<file path="config.mk">
export PLATFORM = sky130hd
export DESIGN_NAME = pcc_ctrl
export DESIGN_NICKNAME = d
export VERILOG_FILES = /design/src/pcc_pkg.sv /design/src/pcc_sync.sv /design/src/pcc_loss_det.sv /design/src/pcc_ctrl.sv
export SDC_FILE = /design/constraint.sdc
export NUM_CORES = 1
export LEC_CHECK = 0
export BUFFER_PORTS_ARGS = -buffer_cell sky130_fd_sc_hd__buf_2
export CAP_MARGIN = 20
export CORE_ASPECT_RATIO = 2
export CORE_UTILIZATION = 30
export CTS_CLUSTER_SIZE = 8
export DETAILED_ROUTE_END_ITERATION = 6
export PLACE_DENSITY = 0.52
export SKIP_LAST_GASP = 1
export SLEW_MARGIN = 20
export SYNTH_ARGS = -nofsm -noshare
export SYNTH_HDL_FRONTEND = slang
export SYNTH_SLANG_ARGS = --single-unit
</file>
<file path="constraint.sdc">
create_clock -name pclk -period 6.1 [get_ports pclk]
set_input_delay 0.305 -clock pclk [delete_from_list [all_inputs] [get_ports pclk]]
set_output_delay 0.305 -clock pclk [all_outputs]
set_load 0.005 [all_outputs]
</file>
<file path="src/pcc_pkg.sv">
// pcc_pkg: register indices, field layout, reset values, timing constants
// and shared types of the clock ratio control block.
// assumes the 50 MHz pclk domain; used by package::name, never imported.
package pcc_pkg;

  // register indices (word index; byte address is four times the index)
  localparam logic [15:0] IDX_HS_PRESCALE  = 16'h701A;
  localparam logic [15:0] IDX_LS_PRESCALE  = 16'h701B;
  localparam logic [15:0] IDX_CLK_GATE     = 16'h701C;
  localparam logic [15:0] IDX_LOW_POWER_0  = 16'h701E;
  localparam logic [15:0] IDX_LOW_POWER_1  = 16'h701F;
  localparam logic [15:0] IDX_PLL_RATIO    = 16'h7021;
  localparam logic [15:0] IDX_SYS_STATUS   = 16'h7022;
  localparam logic [15:0] IDX_WD_COUNT     = 16'h7023;
  localparam logic [15:0] IDX_WD_KEY       = 16'h7025;
  localparam logic [15:0] IDX_WD_CONTROL   = 16'h7029;
  localparam logic [15:0] IDX_ACCESS_UNLK  = 16'h7030;

  // field layout
  localparam int RATIO_W        = 4;   // ratio field, bits 3:0
  localparam int WD_CNT_W       = 8;   // watchdog up counter width
  localparam int WD_EN_BIT      = 0;   // watchdog_control enable bit
  localparam int UNLOCK_BIT     = 0;   // access unlock bit
  localparam int ST_PLL_STABLE  = 0;   // status: pll has settled
  localparam int ST_CLK_LOST    = 1;   // status: input clock missing
  localparam int ST_LIMP        = 2;   // status: running on limp clock
  localparam int ST_PLL_OFF     = 3;   // status: pll disabled by strap

  // values after reset, plus bypass code and highest valid ratio
  localparam logic [15:0] REG_RESET       = 16'h0000;
  localparam logic [3:0]  RATIO_RESET     = 4'h0;
  localparam logic [3:0]  RATIO_BYPASS    = 4'h0;
  localparam logic [3:0]  RATIO_MAX_VALID = 4'hA;

  // timing: input clock counted as lost after this long with no edge
  localparam int CLK_PERIOD_NS  = 20;
  localparam int LOSS_TIME_NS   = 1000;
  localparam int LOSS_CYCLES    = LOSS_TIME_NS / CLK_PERIOD_NS;
  localparam int LOSS_CNT_W     = 8;
  // pll settling time in input clock cycles
  localparam int PLL_LOCK_CYCLES = 131072;
  localparam int LOCK_CNT_W      = 18;
  // pclk edges after reset release before the strap is caught
  localparam logic [1:0] STRAP_CATCH = 2'h2;
  localparam logic [1:0] STRAP_DONE  = 2'h3;

  // clocking modes presented to the clock tree
  typedef enum logic [1:0] {
    MODE_DISABLED = 2'b00,  // cpu clock straight from input clock
    MODE_BYPASS   = 2'b01,  // input clock divided by two
    MODE_ENABLED  = 2'b10,  // input clock times n divided by two
    MODE_LIMP     = 2'b11   // pll free-running limp clock
  } pcc_mode_t;

  // clock tree control bundle
  typedef struct packed {
    pcc_mode_t          mode;  // selected path
    logic [RATIO_W-1:0] mult;  // pll multiplier n
    logic               div2;  // divide-by-two stage in use
    logic               pll_on; // pll powered
  } pcc_clk_ctrl_t;

endpackage : pcc_pkg

</file>
<file path="src/pcc_sync.sv">
// pcc_sync: two flip-flop synchroniser for W independent levels.
// assumes inputs are slow levels; multi-bit values are not coherent.
`timescale 1ns/1ns
module pcc_sync #(
  parameter int W = 1
) (
  input  wire logic         pclk,     // destination clock
  input  wire logic         presetn,  // async reset, active low
  input  wire logic [W-1:0] d,        // asynchronous levels
  output logic      [W-1:0] q         // synchronised levels
);

  logic [W-1:0] stage1;  // metastable stage, read only by q

  // first stage feeds only the second
  always_ff @(posedge pclk or negedge presetn) begin
    if (!presetn) begin
      stage1 <= '0;
      q      <= '0;
    end else begin
      stage1 <= d;
      q      <= stage1;
    end
  end

endmodule : pcc_sync

</file>
<file path="src/pcc_loss_det.sv">
// pcc_loss_det: finds edges of the sampled input clock and flags its loss.
// assumes clk_level already synchronised to pclk; the input clock must be
// well under half of pclk for edges to be seen.
`timescale 1ns/1ns
module pcc_loss_det (
  input  wire logic pclk,       // system clock
  input  wire logic presetn,    // async reset, active low
  input  wire logic clk_level,  // synchronised input clock level
  output logic      clk_rise,   // one-cycle pulse per input clock rise
  output logic      clk_lost    // level, no edge for the loss time
);

  logic                           prev;  // last sampled level
  logic [pcc_pkg::LOSS_CNT_W-1:0] idle;  // cycles since last edge

  assign clk_rise = clk_level & ~prev;

  // edge history
  always_ff @(posedge pclk or negedge presetn) begin
    if (!presetn) prev <= 1'b0;
    else          prev <= clk_level;
  end

  // idle counter saturates; any edge restarts it
  always_ff @(posedge pclk or negedge presetn) begin
    if (!presetn) begin
      idle     <= '0;
      clk_lost <= 1'b0;
    end else if (clk_level != prev) begin
      idle     <= '0;
      clk_lost <= 1'b0;
    end else if (idle ==
                 pcc_pkg::LOSS_CNT_W'(pcc_pkg::LOSS_CYCLES - 1)) begin
      clk_lost <= 1'b1;  // held until edges return
    end else begin
      idle <= idle + 1'b1;
    end
  end

endmodule : pcc_loss_det

</file>
<file path="src/pcc_ctrl.sv">
// pcc_ctrl: clock ratio control, protected clock map and watchdog stall.
// assumes an APB master on pclk; presetn is the external reset pin, the
// debugger reset and all pins arrive asynchronously.
//
// What this block does
// - clock map writable only while unlocked
// - only external reset pin resets ratio
// - ratio bits 3:0, upper bits read zero
// - zero bypasses, 1-10 multiply, above reserved
// - strap low at reset: cpu takes input
// - power-up default is bypass, half input
// - ratio 1-10 enables pll, output halved
// - lost input clock with ratio: limp clock
// - watchdog count frozen while in limp
//
// Added by the designer: register access over APB.
`timescale 1ns/1ns
module pcc_ctrl #(
  parameter int LOCK_CYCLES = pcc_pkg::PLL_LOCK_CYCLES  // settle time
) (
  input  wire logic                  pclk,        // 50 MHz system clock
  input  wire logic                  presetn,     // external reset pin
  input  wire logic                  psel,        // apb select
  input  wire logic                  penable,     // apb access phase
  input  wire logic                  pwrite,      // apb direction
  input  wire logic [17:0]           paddr,       // apb byte address
  input  wire logic [31:0]           pwdata,      // apb write data
  output logic      [31:0]           prdata,      // apb read data
  output logic                       pready,      // apb ready
  output logic                       pslverr,     // apb error
  input  wire logic                  debug_reset_n, // debugger reset
  input  wire logic                  pll_disable_pin, // strap, low=off
  input  wire logic                  input_clock, // crystal/osc clock
  output pcc_pkg::pcc_clk_ctrl_t     clk_ctrl,    // clock tree control
  output logic [15:0]                hs_prescale, // high speed prescale
  output logic [15:0]                ls_prescale, // low speed prescale
  output logic [15:0]                clk_gate,    // peripheral gates
  output logic [15:0]                low_power_0, // low power control 0
  output logic [15:0]                low_power_1, // low power control 1
  output logic                       watchdog_wake_event // count wrap
);

  // synchronised pins
  logic        dbg_rst_s;     // debugger reset asserted, synchronised
  logic        strap_s;       // pll disable strap, synchronised
  logic        clk_s;         // input clock level, synchronised
  logic        clk_rise;      // input clock rising edge pulse
  logic        clk_lost;      // input clock absent

  // register state
  logic [3:0]  pll_ratio_control;  // ratio field
  logic [15:0] wd_key;             // watchdog key storage
  logic [15:0] wd_control;         // watchdog control
  logic [pcc_pkg::WD_CNT_W-1:0] wd_count;  // watchdog up counter
  logic        unlocked;           // protected access open
  logic        pll_off;            // strap caught at reset release
  logic [1:0]  boot_cnt;           // edges since reset release
  logic [pcc_pkg::LOCK_CNT_W-1:0] lock_cnt; // pll settle counter
  logic        pll_stable;         // settle counter has run out

  // bus decode
  logic        in_map;        // address word aligned, low bits zero
  logic [15:0] idx;           // word index
  logic        wr_en;         // write commits this edge
  logic        prot_wr;       // write to a protected register
  logic        hit;           // index names a register
  logic [15:0] rd_word;       // selected read value
  logic        ratio_valid;   // ratio within 1..10
  logic        limp;          // limp clock active
  logic        wd_run;        // watchdog counts this edge

  // pins from outside the domain pass two flops; the debugger reset is
  // carried inverted so the flops' reset state reads as not asserted,
  // else the registers the debugger reset clears would be cleared for two edges after release
  pcc_sync #(.W(3)) u_sync (
    .pclk    (pclk),
    .presetn (presetn),
    .d       ({~debug_reset_n, pll_disable_pin, input_clock}),
    .q       ({dbg_rst_s, strap_s, clk_s})
  );

  // input clock activity watch
  pcc_loss_det u_loss (
    .pclk      (pclk),
    .presetn   (presetn),
    .clk_level (clk_s),
    .clk_rise  (clk_rise),
    .clk_lost  (clk_lost)
  );

  // --------------------------------------------------------------
  // apb decode; one access cycle, pready high throughout access
  // --------------------------------------------------------------
  assign idx    = paddr[17:2];
  assign in_map = (paddr[1:0] == 2'h0);
  assign wr_en  = psel & penable & pwrite;
  assign pready = psel & penable;

  // known register indices
  always_comb begin
    case (idx)
      pcc_pkg::IDX_HS_PRESCALE, pcc_pkg::IDX_LS_PRESCALE,
      pcc_pkg::IDX_CLK_GATE,    pcc_pkg::IDX_LOW_POWER_0,
      pcc_pkg::IDX_LOW_POWER_1, pcc_pkg::IDX_PLL_RATIO,
      pcc_pkg::IDX_SYS_STATUS,  pcc_pkg::IDX_WD_COUNT,
      pcc_pkg::IDX_WD_KEY,      pcc_pkg::IDX_WD_CONTROL,
      pcc_pkg::IDX_ACCESS_UNLK: hit = in_map;
      default:                  hit = 1'b0;
    endcase
  end

  // every mapped register except the unlock itself is protected
  assign prot_wr = wr_en & hit & (idx != pcc_pkg::IDX_ACCESS_UNLK)
                   & unlocked;

  // unmapped accesses answer with an error, reads return zero
  assign pslverr = psel & penable & ~hit;

  // read mux, narrow registers zero-extended
  always_comb begin
    case (idx)
      pcc_pkg::IDX_HS_PRESCALE: rd_word = hs_prescale;
      pcc_pkg::IDX_LS_PRESCALE: rd_word = ls_prescale;
      pcc_pkg::IDX_CLK_GATE:    rd_word = clk_gate;
      pcc_pkg::IDX_LOW_POWER_0: rd_word = low_power_0;
      pcc_pkg::IDX_LOW_POWER_1: rd_word = low_power_1;
      pcc_pkg::IDX_PLL_RATIO:   rd_word = {12'h000, pll_ratio_control};
      pcc_pkg::IDX_SYS_STATUS: begin
        rd_word = 16'h0000;
        rd_word[pcc_pkg::ST_PLL_STABLE] = pll_stable;
        rd_word[pcc_pkg::ST_CLK_LOST]   = clk_lost;
        rd_word[pcc_pkg::ST_LIMP]       = limp;
        rd_word[pcc_pkg::ST_PLL_OFF]    = pll_off;
      end
      pcc_pkg::IDX_WD_COUNT:    rd_word = {8'h00, wd_count};
      pcc_pkg::IDX_WD_KEY:      rd_word = wd_key;
      pcc_pkg::IDX_WD_CONTROL:  rd_word = wd_control;
      pcc_pkg::IDX_ACCESS_UNLK: rd_word = {15'h0000, unlocked};
      default:                  rd_word = 16'h0000;
    endcase
  end

  // read data captured in the setup cycle, stable through access
  always_ff @(posedge pclk or negedge presetn) begin
    if (!presetn) begin
      prdata <= 32'h00000000;
    end else if (psel & ~penable) begin
      if (hit & ~pwrite) prdata <= {16'h0000, rd_word};
      else               prdata <= 32'h00000000;
    end
  end

  // --------------------------------------------------------------
  // protection gate; cleared by either reset
  // --------------------------------------------------------------
  always_ff @(posedge pclk or negedge presetn) begin
    if (!presetn) begin
      unlocked <= 1'b0;
    end else if (dbg_rst_s) begin
      unlocked <= 1'b0;
    end else if (wr_en & in_map & (idx == pcc_pkg::IDX_ACCESS_UNLK)) begin
      unlocked <= pwdata[pcc_pkg::UNLOCK_BIT];
    end
  end

  // --------------------------------------------------------------
  // ratio register: the debugger reset is deliberately ignored here
  // so the running clock does not jump under an emulator
  // --------------------------------------------------------------
  always_ff @(posedge pclk or negedge presetn) begin
    if (!presetn) begin
      pll_ratio_control <= pcc_pkg::RATIO_RESET;
    end else if (prot_wr & (idx == pcc_pkg::IDX_PLL_RATIO)) begin
      pll_ratio_control <= pwdata[pcc_pkg::RATIO_W-1:0];
    end
  end

  // --------------------------------------------------------------
  // plain protected storage; debugger reset returns them to zero
  // --------------------------------------------------------------
  always_ff @(posedge pclk or negedge presetn) begin
    if (!presetn) begin
      hs_prescale <= pcc_pkg::REG_RESET;
      ls_prescale <= pcc_pkg::REG_RESET;
      clk_gate    <= pcc_pkg::REG_RESET;
      low_power_0 <= pcc_pkg::REG_RESET;
      low_power_1 <= pcc_pkg::REG_RESET;
      wd_key      <= pcc_pkg::REG_RESET;
      wd_control  <= pcc_pkg::REG_RESET;
    end else if (dbg_rst_s) begin
      hs_prescale <= pcc_pkg::REG_RESET;
      ls_prescale <= pcc_pkg::REG_RESET;
      clk_gate    <= pcc_pkg::REG_RESET;
      low_power_0 <= pcc_pkg::REG_RESET;
      low_power_1 <= pcc_pkg::REG_RESET;
      wd_key      <= pcc_pkg::REG_RESET;
      wd_control  <= pcc_pkg::REG_RESET;
    end else if (prot_wr) begin
      case (idx)
        pcc_pkg::IDX_HS_PRESCALE: hs_prescale <= pwdata[15:0];
        pcc_pkg::IDX_LS_PRESCALE: ls_prescale <= pwdata[15:0];
        pcc_pkg::IDX_CLK_GATE:    clk_gate    <= pwdata[15:0];
        pcc_pkg::IDX_LOW_POWER_0: low_power_0 <= pwdata[15:0];
        pcc_pkg::IDX_LOW_POWER_1: low_power_1 <= pwdata[15:0];
        pcc_pkg::IDX_WD_KEY:      wd_key      <= pwdata[15:0];
        pcc_pkg::IDX_WD_CONTROL:  wd_control  <= pwdata[15:0];
        default: ;  // status and count handled elsewhere
      endcase
    end
  end

  // --------------------------------------------------------------
  // strap capture: waits for the synchroniser to fill after release
  // --------------------------------------------------------------
  always_ff @(posedge pclk or negedge presetn) begin
    if (!presetn) begin
      boot_cnt <= 2'h0;
      pll_off  <= 1'b0;
    end else if (boot_cnt != pcc_pkg::STRAP_DONE) begin
      boot_cnt <= boot_cnt + 2'h1;
      if (boot_cnt == pcc_pkg::STRAP_CATCH) begin
        pll_off <= ~strap_s;
      end
    end
  end

  // --------------------------------------------------------------
  // pll settle counter, counts input clock rises after a ratio write
  // --------------------------------------------------------------
  always_ff @(posedge pclk or negedge presetn) begin
    if (!presetn) begin
      lock_cnt   <= '0;
      pll_stable <= 1'b1;
    end else if (prot_wr & (idx == pcc_pkg::IDX_PLL_RATIO)) begin
      lock_cnt   <= '0;
      pll_stable <= (pwdata[pcc_pkg::RATIO_W-1:0] == pcc_pkg::RATIO_BYPASS);
    end else if (!pll_stable & clk_rise) begin
      if (lock_cnt == pcc_pkg::LOCK_CNT_W'(LOCK_CYCLES - 1)) begin
        pll_stable <= 1'b1;
      end else begin
        lock_cnt <= lock_cnt + 1'b1;
      end
    end
  end

  // --------------------------------------------------------------
  // clock path selection; reserved codes fall back to bypass
  // --------------------------------------------------------------
  assign ratio_valid = (pll_ratio_control != pcc_pkg::RATIO_BYPASS) &&
                       (pll_ratio_control <= pcc_pkg::RATIO_MAX_VALID);
  assign limp = ~pll_off & ratio_valid & clk_lost;

  // registered so the clock tree sees clean levels
  always_ff @(posedge pclk or negedge presetn) begin
    if (!presetn) begin
      clk_ctrl.mode   <= pcc_pkg::MODE_BYPASS;
      clk_ctrl.mult   <= pcc_pkg::RATIO_RESET;
      clk_ctrl.div2   <= 1'b1;
      clk_ctrl.pll_on <= 1'b0;
    end else if (pll_off) begin
      clk_ctrl.mode   <= pcc_pkg::MODE_DISABLED;
      clk_ctrl.mult   <= pcc_pkg::RATIO_RESET;
      clk_ctrl.div2   <= 1'b0;
      clk_ctrl.pll_on <= 1'b0;
    end else if (limp) begin
      clk_ctrl.mode   <= pcc_pkg::MODE_LIMP;
      clk_ctrl.mult   <= pll_ratio_control;
      clk_ctrl.div2   <= 1'b1;
      clk_ctrl.pll_on <= 1'b1;
    end else if (ratio_valid) begin
      clk_ctrl.mode   <= pcc_pkg::MODE_ENABLED;
      clk_ctrl.mult   <= pll_ratio_control;
      clk_ctrl.div2   <= 1'b1;
      clk_ctrl.pll_on <= 1'b1;
    end else begin
      clk_ctrl.mode   <= pcc_pkg::MODE_BYPASS;
      clk_ctrl.mult   <= pcc_pkg::RATIO_RESET;
      clk_ctrl.div2   <= 1'b1;
      clk_ctrl.pll_on <= 1'b0;
    end
  end

  // --------------------------------------------------------------
  // watchdog count runs on input clock edges and freezes in limp,
  // which is what firmware reads to spot the dead oscillator
  // --------------------------------------------------------------
  assign wd_run = wd_control[pcc_pkg::WD_EN_BIT] & clk_rise & ~limp;

  always_ff @(posedge pclk or negedge presetn) begin
    if (!presetn) begin
      wd_count            <= '0;
      watchdog_wake_event <= 1'b0;
    end else if (dbg_rst_s) begin
      wd_count            <= '0;
      watchdog_wake_event <= 1'b0;
    end else if (prot_wr & (idx == pcc_pkg::IDX_WD_COUNT)) begin
      wd_count            <= pwdata[pcc_pkg::WD_CNT_W-1:0];
      watchdog_wake_event <= 1'b0;
    end else begin
      watchdog_wake_event <= wd_run & (&wd_count);
      if (wd_run) wd_count <= wd_count + 1'b1;
    end
  end

endmodule : pcc_ctrl

</file>
==> results of run 1 <==
## cell families (layout without fill, tap and decap cells)
group,after synthesis,after routing
muxes,9,9
xor gates and xnor gates,24,24
AOI/OAI and AO/OA,226,226
other,1,16
DFF,187,187
and+or+nand+nor,434,434
adders and majority gates,7,7
buffers and inverters,88,203
## worst paths after layout
check / endpoint / slack [ns]
worst min-delay path: clk_gate[13]$_DFFE_PN0P_ / 0.16
max in group asynchronous: clk_gate[1]$_DFFE_PN0P_ / 4.42
worst max register to register: low_power_0[9]$_DFFE_PN0P_ / 3.43
worst min register to register: u_sync.q[2]$_DFF_PN0_ / 0.35
worst max-delay path: prdata[5]$_DFFE_PN0P_ / 3.10
min in group asynchronous: low_power_1[11]$_DFFE_PN0P_ / 0.34
## worst max-delay path, cell delays in order
cell and delay (ns):
buf_2 0.09, nand4b_1 0.49, or2_1 0.73, nor3_4 0.90, a221oi_1 0.37, and3_1 0.31, o21ai_0 0.14
## per-layer routing
layer / vias up / track usage
li1: 3592 / -
met1: 3831 / 0.217
met2: 303 / 0.379
met3: 75 / 0.0507
met4: 0 / 0.153
met5: - / 0
## sequential cells by signal (all words and copies together), names as in the netlist
name	count
u_loss.idle	8
prdata	16
wd_control	16
ls_prescale	16
low_power_1	16
clk_gate	16
clk_ctrl	7
wd_count	8
lock_cnt	18
hs_prescale	16
u_sync.q	3
unlocked	1
watchdog_wake_event	1
u_sync.stage1	3
u_loss.clk_lost	1
pll_off	1
boot_cnt	2
u_loss.prev	1
low_power_0	16
wd_key	16
pll_ratio_control	4
pll_stable	1
## synth_stat cells, types with 4 or more instances
library cell    n
nor2b_1         4
ha_1            7
and2_1          9
a211oi_1        9
a22oi_1        33
nand4_1         9
nor3_1         10
a22o_1          4
and3_1         28
a32oi_1         5
inv_1           8
mux2_2          4
buf_2          17
nor4_1          9
o21ai_0        12
a221oi_1        4
or3_1           6
or4_1           5
o21ai_1         7
dfrtp_1       184
buf_4          26
nand2_1       262
a222oi_1       12
nand2b_1        8
or2_2           5
xor2_1          8
clkbuf_1       33
xnor2_1        16
a21oi_1       127
nor2_1         41
nor4_4          4
nand3_1        13
mux2i_1         5
## layout make-up
| cell class | instances | area [µm²] |
|---|---|---|
| Fill cell | 3026 | 18900 |
| Sequential cell | 187 | 4690 |
| Multi-Input combinational cell | 716 | 3930 |
| Timing Repair Buffer | 163 | 882 |
| Clock buffer | 20 | 457 |
| Tap cell | 364 | 455 |
| Clock inverter | 12 | 184 |
| Inverter | 8 | 30.0 |
## power by group through the flow
stage	registers, mW	logic [mW]	clock network, mW
after CTS	1.32	0.187	1.25
final	1.32	0.183	1.23
after global routing	1.33	0.210	1.30
after global placement	1.34	0.181	0
after floorplan	1.33	0.116	0
after detailed placement	1.34	0.183	0
## layout by cell type (no fill, tap or decap), drive strengths merged, types with 13 or more instances in the layout
cell type	netlist	layout
xnor2	16	16
a22oi	33	33
o21ai	19	19
nor3	16	16
conb	1	16
nand3	13	13
nor4	14	14
clkbuf	33	22
dfrtp	184	184
a21oi	127	127
buf	47	157
nor2	42	42
nand2	262	262
and3	28	28
## through the flow
stage                     power (mW)  utilization  std cells
after floorplan                 1.45            -        991
after global placement          1.52        0.336       1432
after detailed placement        1.53        0.337       1433
after CTS                       2.76        0.360       1469
after global routing            2.84        0.360       1470
final                           2.73        0.360       1470
==> results.tsv, run 1 <==
metric	value	unit
DP HPWL	22.6	mm
Max Slew Vio Count	0	
Cell Area, Synth	9040	µm²
Syn Inst Count	976	
largest net degree at the start of global routing	91	
switching power of the nets	676	µW
later-pin clock latency in the skew report	0.46	ns
DR iter-0 viols	656	
critical path startpoint category	primary input	
pre-CTS WS	2.59	ns
Final setup viols	0	
Final ANT Viol Nets	0	
Die Wd	125	µm
routed wl met2	17.2	mm
wire length on met3	1.90	mm
GRT Overall Usage	0.213	
Initial Util	0.306	
pwr/cell area	257	nW/µm²
DRC	1	
post-CTS sizing	0	
worst rel slew slack	0.282	
total gr overflow	0	
Worst Path Required	6.47	ns
drt wl/cell	21.9	µm
Area Overhead vs Synth	17.6	%
sequential fraction of the synthesis area	0.518	
initial antenna violation count	0	
achievable frequency	334	MHz
placed cell areas	9930	µm²
Clock power frac	0.450	
row count	89	
yosys warns	0	
uppermost layer routed	met4	
mux cell area share after synthesis	0.0105	
Final Hold Vio Count	0	
crit path from	paddr[17]	
cell taking the most area after synthesis	dfrtp_1	
Crit Reg-Reg Startpoint	unlocked$_DFFE_PN0P_	
die area	30900	µm²
Crit path arrival time	3.36	ns
Synth top area share	0.509	
combinational share of power	0.067	
Compound-Gate Fraction of Synth Area	0.154	
CTS sink cnt	187	
hold slack final	0.165	ns
M1 wire length	10.9	mm
asr flop ratio synth	1.00	
max cap viols	0	
combinational family with the most area after synthesis	simple AND/OR/NAND/NOR gates	
Static Leak	4.69	nW
hold_buf cts	4	
Worst setup EP type	flip-flop	
vias	7801	
worst hold stages	3	
CORE AREA	29500	µm²
number of port buffers	148	
Main synth FF type	dfrtp_1	
Post-synth EDFFs	0	
vias per inst	5.31	
slew at the pin closest to its max-slew limit	1.07	ns
clock transition at the registers of the reported paths	0.08	ns
CTS Buffer Depth	2	
violated checks	DRC	
htree depth	4	
root buffer cell	clkbuf_16	
Die Span Y	247	µm
RSZ-0062 raised after global routing	no	
diodes inserted	0	
Post-CTS Setup Inserts	0	
Synth Area in Simple Gates	0.230	
Tmin final	3.00	ns
first-pass GRT wire length	48.5	mm
flops & latches, synth	187	
hold wc startpoint	pwdata[13]	
fin nets	1158	
GPL Wtd Cong	0.849	
Sw Ratio	0.247	
top cells by area, synth	dfrtp_1 (51%), nand2_1 (11%), a21oi_1 (7.0%), a22oi_1 (2.7%), buf_4 (2.2%)	
Hold Path Class	in -> reg	
CTS tree	done	
vias in the first global route	7833	
VDD IR max	0.000179	V
I/O Pins	181	
power share of the sequential group	0.483	
CTS Buf Count	17	
R2R depth	5	
Setup TNS	0	ns
Setup Skew	0.00934	ns
Post-Syn Area per Cell	9.26	µm²
layout cells sized above 1	0.199	
Final period util	0.491	
status	complete, but fails checks	
post-route setup slack	3.10	ns
crit path max fanout	16	
Int Power	2.06	mW
DRT Wirelength	32.1	mm
Detailed Routing Iterations Pass 1	7	
Post-Layout Inst Area	10600	µm²
Crit Path Category	in -> reg	
Adder-Cell Fraction of Synth Area	0.00969	
Cell variety after synth	63	
XOR/XNOR Fraction of Synth Area	0.0233	
No activity file was read; power rests on OpenSTA's default activity.
==> inputs of run 2 (changes only) <==
==> constraint.sdc (replaced) <==
create_clock -name pclk -period 3.1 [get_ports pclk]
set_input_delay 0.155 -clock pclk [delete_from_list [all_inputs] [get_ports pclk]]
set_output_delay 0.155 -clock pclk [all_outputs]
set_load 0.005 [all_outputs]
==> run 2 against run 1 <==
Global-route usage about the same; clock-buffer cell count down 1; critical path depth down 1; final cell count up 1.6%; worst hold slack worse by 0.14 ns; the flow now finishes without violations; via count up 0.92%; first-iteration DRC count down 14%; combinational power up 99%; non-clock buffer count up 21; highest routed layer unchanged.
==> results.tsv, run 2 (same netlist as run 1, synthesis figures left out) <==
metric	value	unit
pre-CTS WS	0.361	ns
achievable frequency	389	MHz
worst-path cell chain	nor4_1, a2111oi_0, buf_4, or3_1, or4b_2, a21oi_1	
row count	89	
number of fill cells	3046	
vias per inst	5.27	
Setup TNS	0	ns
Max Slew Vio Count	0	
cell family with most CP delay	simple AND/OR/NAND/NOR gates	
CTS Buf Count	17	
later-pin clock latency in the skew report	0.46	ns
DRT Wirelength	31.8	mm
htree depth	4	
CTS sink cnt	187	
worst rel slew slack	0.257	
Crit path arrival time	2.92	ns
post-route setup slack	0.530	ns
Worst Path Required	3.45	ns
CTS Buffer Depth	2	
first-pass GRT wire length	48.6	mm
CORE AREA	29500	µm²
drt wl/cell	21.3	µm
Static Leak	4.77	nW
most frequent cells in the layout	nand2_1 (262), dfrtp_1 (183), buf_2 (147), a21oi_1 (127), nor2_1 (41)	
largest net degree at the start of global routing	94	
Crit Path Category	reg -> reg	
Area Overhead vs Synth	18.8	%
crit path max fanout	6	
CTS tree	done	
Final ANT Viol Nets	0	
DRC	0	
max cap viols	0	
Die Wd	125	µm
Final setup viols	0	
status	completed	
I/O Pins	181	
Worst setup EP type	flip-flop	
RSZ-0062 raised after global routing	no	
hold_buf cts	4	
root buffer cell	clkbuf_16	
pwr/cell area	479	nW/µm²
Final Hold Vio Count	0	
Final period util	0.829	
Detailed Routing Iterations Pass 1	5	
total gr overflow	0	
GPL Wtd Cong	0.857	
Hold Path Class	in -> reg	
CP Buf/Inv Count	1	
Post-CTS Setup Inserts	0	
critical path startpoint category	flip-flop	
number of port buffers	148	
die area	30900	µm²
slew at the pin closest to its max-slew limit	1.11	ns
max incr delay on CP	0.65	ns
max FFs per register	18	
Top reg by flops	lock_cnt	
vias	7873	
layout cells sized above 1	0.213	
multi-input gate area in the final layout	3930	µm²
clock transition at the registers of the reported paths	0.08	ns
VDD IR max	0.000350	V
DP HPWL	22.9	mm
post-CTS sizing	0	
Initial Util	0.306	
vias in the first global route	8011	
Die Span Y	247	µm
register area	4690	µm²
fin nets	1179	
DR iter-0 viols	567	
initial antenna violation count	2	
Tmin final	2.57	ns
most common cell after layout, fill and taps aside	nand2_1	
CP max stage cell	or4b_2	
Setup Skew	0.0126	ns
GRT Overall Usage	0.213	
==> run 2: cell types whose count changed in the layout (fill, tap and decap cells not counted), sizes merged <==
| cell | before | now |
|---|---|---|
| buf | 157 | 179 |
| bufinv | 4 | 1 |
| clkbuf | 22 | 20 |
| clkinv | 2 | 5 |
| clkinvlp | 2 | 1 |
| diode | 0 | 2 |
| inv | 12 | 14 |
==> run 2: where the power goes <==
part,switching (mW),internal [mW]
registers,0.0839,2.52
logic,0.236,0.130
clock network,1.03,1.15
==> run 2: worst paths after layout <==
check,from,endpoint,slack [ns],cells past startpoint
setup / recovery,pll_ratio_control[3]$_DFFE_PN0P_,watchdog_wake_event$_DFF_PN0_,0.53,6
hold reg to reg,u_sync.stage1[1]$_DFF_PN0_,u_sync.q[1]$_DFF_PN0_,0.36,0
hold / removal,pwdata[15],hs_prescale[15]$_DFFE_PN0P_,0.03,3
setup reg to reg,pll_ratio_control[3]$_DFFE_PN0P_,watchdog_wake_event$_DFF_PN0_,0.53,6
min in group asynchronous,presetn,low_power_0[2]$_DFFE_PN0P_,0.33,2
max in group asynchronous,presetn,clk_gate[8]$_DFFE_PN0P_,1.90,3
==> run 2: metal layers <==
metal  up-vias  part of all wire  global-route usage
li1       3632                 -                   -
met1      3877              0.35               0.216
met2       282              0.53               0.386
met3        82             0.049              0.0371
met4         0             0.067               0.161
met5         -                 0                   0
==> run 2: through the flow <==
stage / area, µm² / hold WS, ns / power [mW] / util / instances
2_1_floorplan: 9090 / -0.141 / 2.85 / - / 991
3_3_place_gp: 10100 / 0.266 / 3.00 / 0.343 / 1455
3_5_place_dp: 10100 / 0.271 / 3.01 / 0.343 / 1455
4_1_cts: 10700 / 0.00910 / 5.19 / 0.364 / 1491
5_1_grt: 10700 / 0.0273 / 5.34 / 0.364 / 1493
6_report: 10700 / 0.0286 / 5.15 / 0.364 / 1493
==> run 2: area by class of cell <==
type / count / area share
clock inverters: 13 / 0.0124
repair buffers: 184 / 0.0982
multi-input cells: 716 / 0.366
flip-flops and latches: 187 / 0.437
clock buffers: 19 / 0.0413
diodes: 2 / 0.000466
inverters: 8 / 0.00280
well taps: 364 / 0.0424
==> run 2: worst reg2reg max path, cell delays in order (launching register included) <==
cell       delay [ns]
dfrtp_1          0.44
nor4_1           0.35
a2111oi_0        0.20
buf_4            0.20
or3_1            0.39
or4b_2           0.65
a21oi_1          0.24
==> inputs of run 3 (changes only) <==
--- a/config.mk
+++ b/config.mk
@@ -11,7 +11,7 @@
 export CORE_UTILIZATION = 30
 export CTS_CLUSTER_SIZE = 8
 export DETAILED_ROUTE_END_ITERATION = 6
-export PLACE_DENSITY = 0.52
+export PLACE_DENSITY = 0.53
 export SKIP_LAST_GASP = 1
 export SLEW_MARGIN = 20
 export SYNTH_ARGS = -nofsm -noshare
==> constraint.sdc (replaced) <==
create_clock -name pclk -period 2.1 [get_ports pclk]
set_input_delay 0.105 -clock pclk [delete_from_list [all_inputs] [get_ports pclk]]
set_output_delay 0.105 -clock pclk [all_outputs]
set_load 0.005 [all_outputs]
==> run 3 against run 2 <==
Utilization rose by 3.7 points; combinational power increased by 71%; first-iteration DRC count increased by 9.0%; sequential share of layout area down 4.0 points; register-to-register slack worse by 0.51 ns; die area is the same; largest cell class unchanged; sequential power grew 47%; setup slack worse by 0.51 ns; non-clock buffer count up 88; global-route usage rose by 1.0 points.
==> results.tsv, run 3 (same netlist as run 1, synthesis figures left out) <==
metric	value	unit
status	completed	
Hold Path Class	in -> reg	
first-pass GRT wire length	51.0	mm
DRT Wirelength	33.7	mm
M1 wire length	11.7	mm
CTS tree	done	
achievable frequency	481	MHz
Static Leak	5.33	nW
CTS sink cnt	187	
layout cells sized above 1	0.271	
pre-CTS WS	-0.421	ns
CTS Buffer Depth	2	
uppermost layer routed	met4	
Crit Path Category	reg -> reg	
vias	8271	
Setup Skew	0.0102	ns
Max Slew Vio Count	0	
crit path to	watchdog_wake_event$_DFF_PN0_	
Tmin final	2.08	ns
Detailed Routing Iterations Pass 1	6	
post-route setup slack	0.0196	ns
Final period util	0.991	
largest net degree at the start of global routing	122	
CORE AREA	29500	µm²
Worst setup EP type	flip-flop	
crit path max fanout	4	
R2R depth	5	
Area Overhead vs Synth	30.8	%
GRT Overall Usage	0.223	
number of port buffers	148	
Initial Util	0.306	
DR iter-0 viols	618	
later-pin clock latency in the skew report	0.46	ns
Die Wd	125	µm
Worst R2R End	watchdog_wake_event$_DFF_PN0_	
CTS Buf Count	17	
initial antenna violation count	0	
most common cell after layout, fill and taps aside	nand2_1	
Die Span Y	247	µm
DP HPWL	24.2	mm
row count	89	
total gr overflow	0	
VDD IR max	0.000578	V
clock transition at the registers of the reported paths	0.07	ns
Final Hold Vio Count	0	
htree depth	4	
worst rel slew slack	0.355	
vias per inst	5.23	
Crit path arrival time	2.47	ns
critical path startpoint category	flip-flop	
Final setup viols	0	
fin nets	1268	
Worst R2R Setup Slack	0.02	ns
max FFs per register	18	
Final ANT Viol Nets	0	
I/O Pins	181	
pwr/cell area	664	nW/µm²
drt wl/cell	21.3	µm
Setup TNS	0	ns
Worst Path Required	2.49	ns
diodes inserted	0	
die area	30900	µm²
routed wl met2	18.2	mm
GPL Wtd Cong	0.861	
crit path from	pll_ratio_control[2]$_DFFE_PN0P_	
vias in the first global route	8426	
DRC	0	
max cap viols	0	
Crit Reg-Reg Startpoint	pll_ratio_control[2]$_DFFE_PN0P_	
RSZ-0062 raised after global routing	yes	
slew at the pin closest to its max-slew limit	0.959	ns
Top reg by flops	lock_cnt	
root buffer cell	clkbuf_16	
most frequent cells in the layout	nand2_1 (262), dfrtp_1 (181), buf_2 (147), a21oi_1 (124), buf_4 (87)	
wire length on met3	1.69	mm
number of fill cells	2970	
run 3: changes by cell type in the layout (fill, tap and decap cells not counted), moves of 4 or more:
cell / previous run / this run
buf_12: 2 / 23
dlygate4sd3_1: 4 / 14
buf_4: 30 / 87
clkinv_4: 4 / 0
run 3: how the worst min path moves through the flow:
stage          cells past startpoint                          to  slack (ns)      start
2_1_floorplan                      0     boot_cnt[0]$_DFFE_PN0P_       -0.19    presetn
3_3_place_gp                       1  u_sync.stage1[2]$_DFF_PN0_        0.14    presetn
3_5_place_dp                       1  u_sync.stage1[2]$_DFF_PN0_        0.15    presetn
4_1_cts                            3     clk_gate[5]$_DFFE_PN0P_       0.003  pwdata[5]
5_1_grt                            3  ls_prescale[5]$_DFFE_PN0P_        0.02  pwdata[5]
6_report                           3  low_power_0[5]$_DFFE_PN0P_        0.02  pwdata[5]
run 3: cell type report:
cell class	count	area [µm²]	share of cell area
sequential	187	4690	0.397
tap	364	455	0.0385
inverter	8	30.0	0.00254
clock inverter	10	143	0.0121
timing repair buffer	272	2000	0.169
clock buffer	22	464	0.0393
multi-input combinational	717	4040	0.341
run 3: worst max-delay path, stage by stage, from the launching register on:
cell,delay [ns]
dfrtp_2,0.44
nor4_4,0.36
a2111oi_4,0.12
or3_1,0.39
or4b_4,0.54
a21oi_4,0.16
run 3: what timing repair did:
item,4_1_cts,5_1_grt
setup endpoints to repair,17,29
hold buffers,14,0
gates resized for setup,6,10
endpoints found under the hold margin,129,0
pin swaps,1,4
cloned,1,0
buffers inserted,0,3
run 3: routing by layer:
layer | global-route usage | vias up
li1 | - | 3820
met1 | 0.230 | 4053
met3 | 0.0369 | 79
met5 | 0 | -
met4 | 0.146 | 0
met2 | 0.413 | 319
run 3: where the power goes:
| part | switching, mW | internal [mW] | total [mW] | leakage (nW) |
|---|---|---|---|---|
| clock network | 1.45 | 1.94 | 3.39 | 0.283 |
| registers | 0.112 | 3.72 | 3.83 | 2.53 |
| logic | 0.385 | 0.240 | 0.625 | 2.52 |
| total | 1.95 | 5.90 | 7.85 | 5.33 |
run 3: metrics by stage:
| step | instance area, µm² | utilization | total power, mW | hold slack, ns | instances |
|---|---|---|---|---|---|
| 3_3_place_gp | 11000 | 0.372 | 4.49 | 0.140 | 1530 |
| 5_1_grt | 11800 | 0.401 | 8.12 | 0.0214 | 1580 |
| 6_report | 11800 | 0.401 | 7.85 | 0.0229 | 1580 |
| 2_1_floorplan | 9140 | - | 4.21 | -0.191 | 991 |
| 3_5_place_dp | 11000 | 0.372 | 4.50 | 0.149 | 1530 |
| 4_1_cts | 11800 | 0.398 | 7.93 | 0.00294 | 1577 |
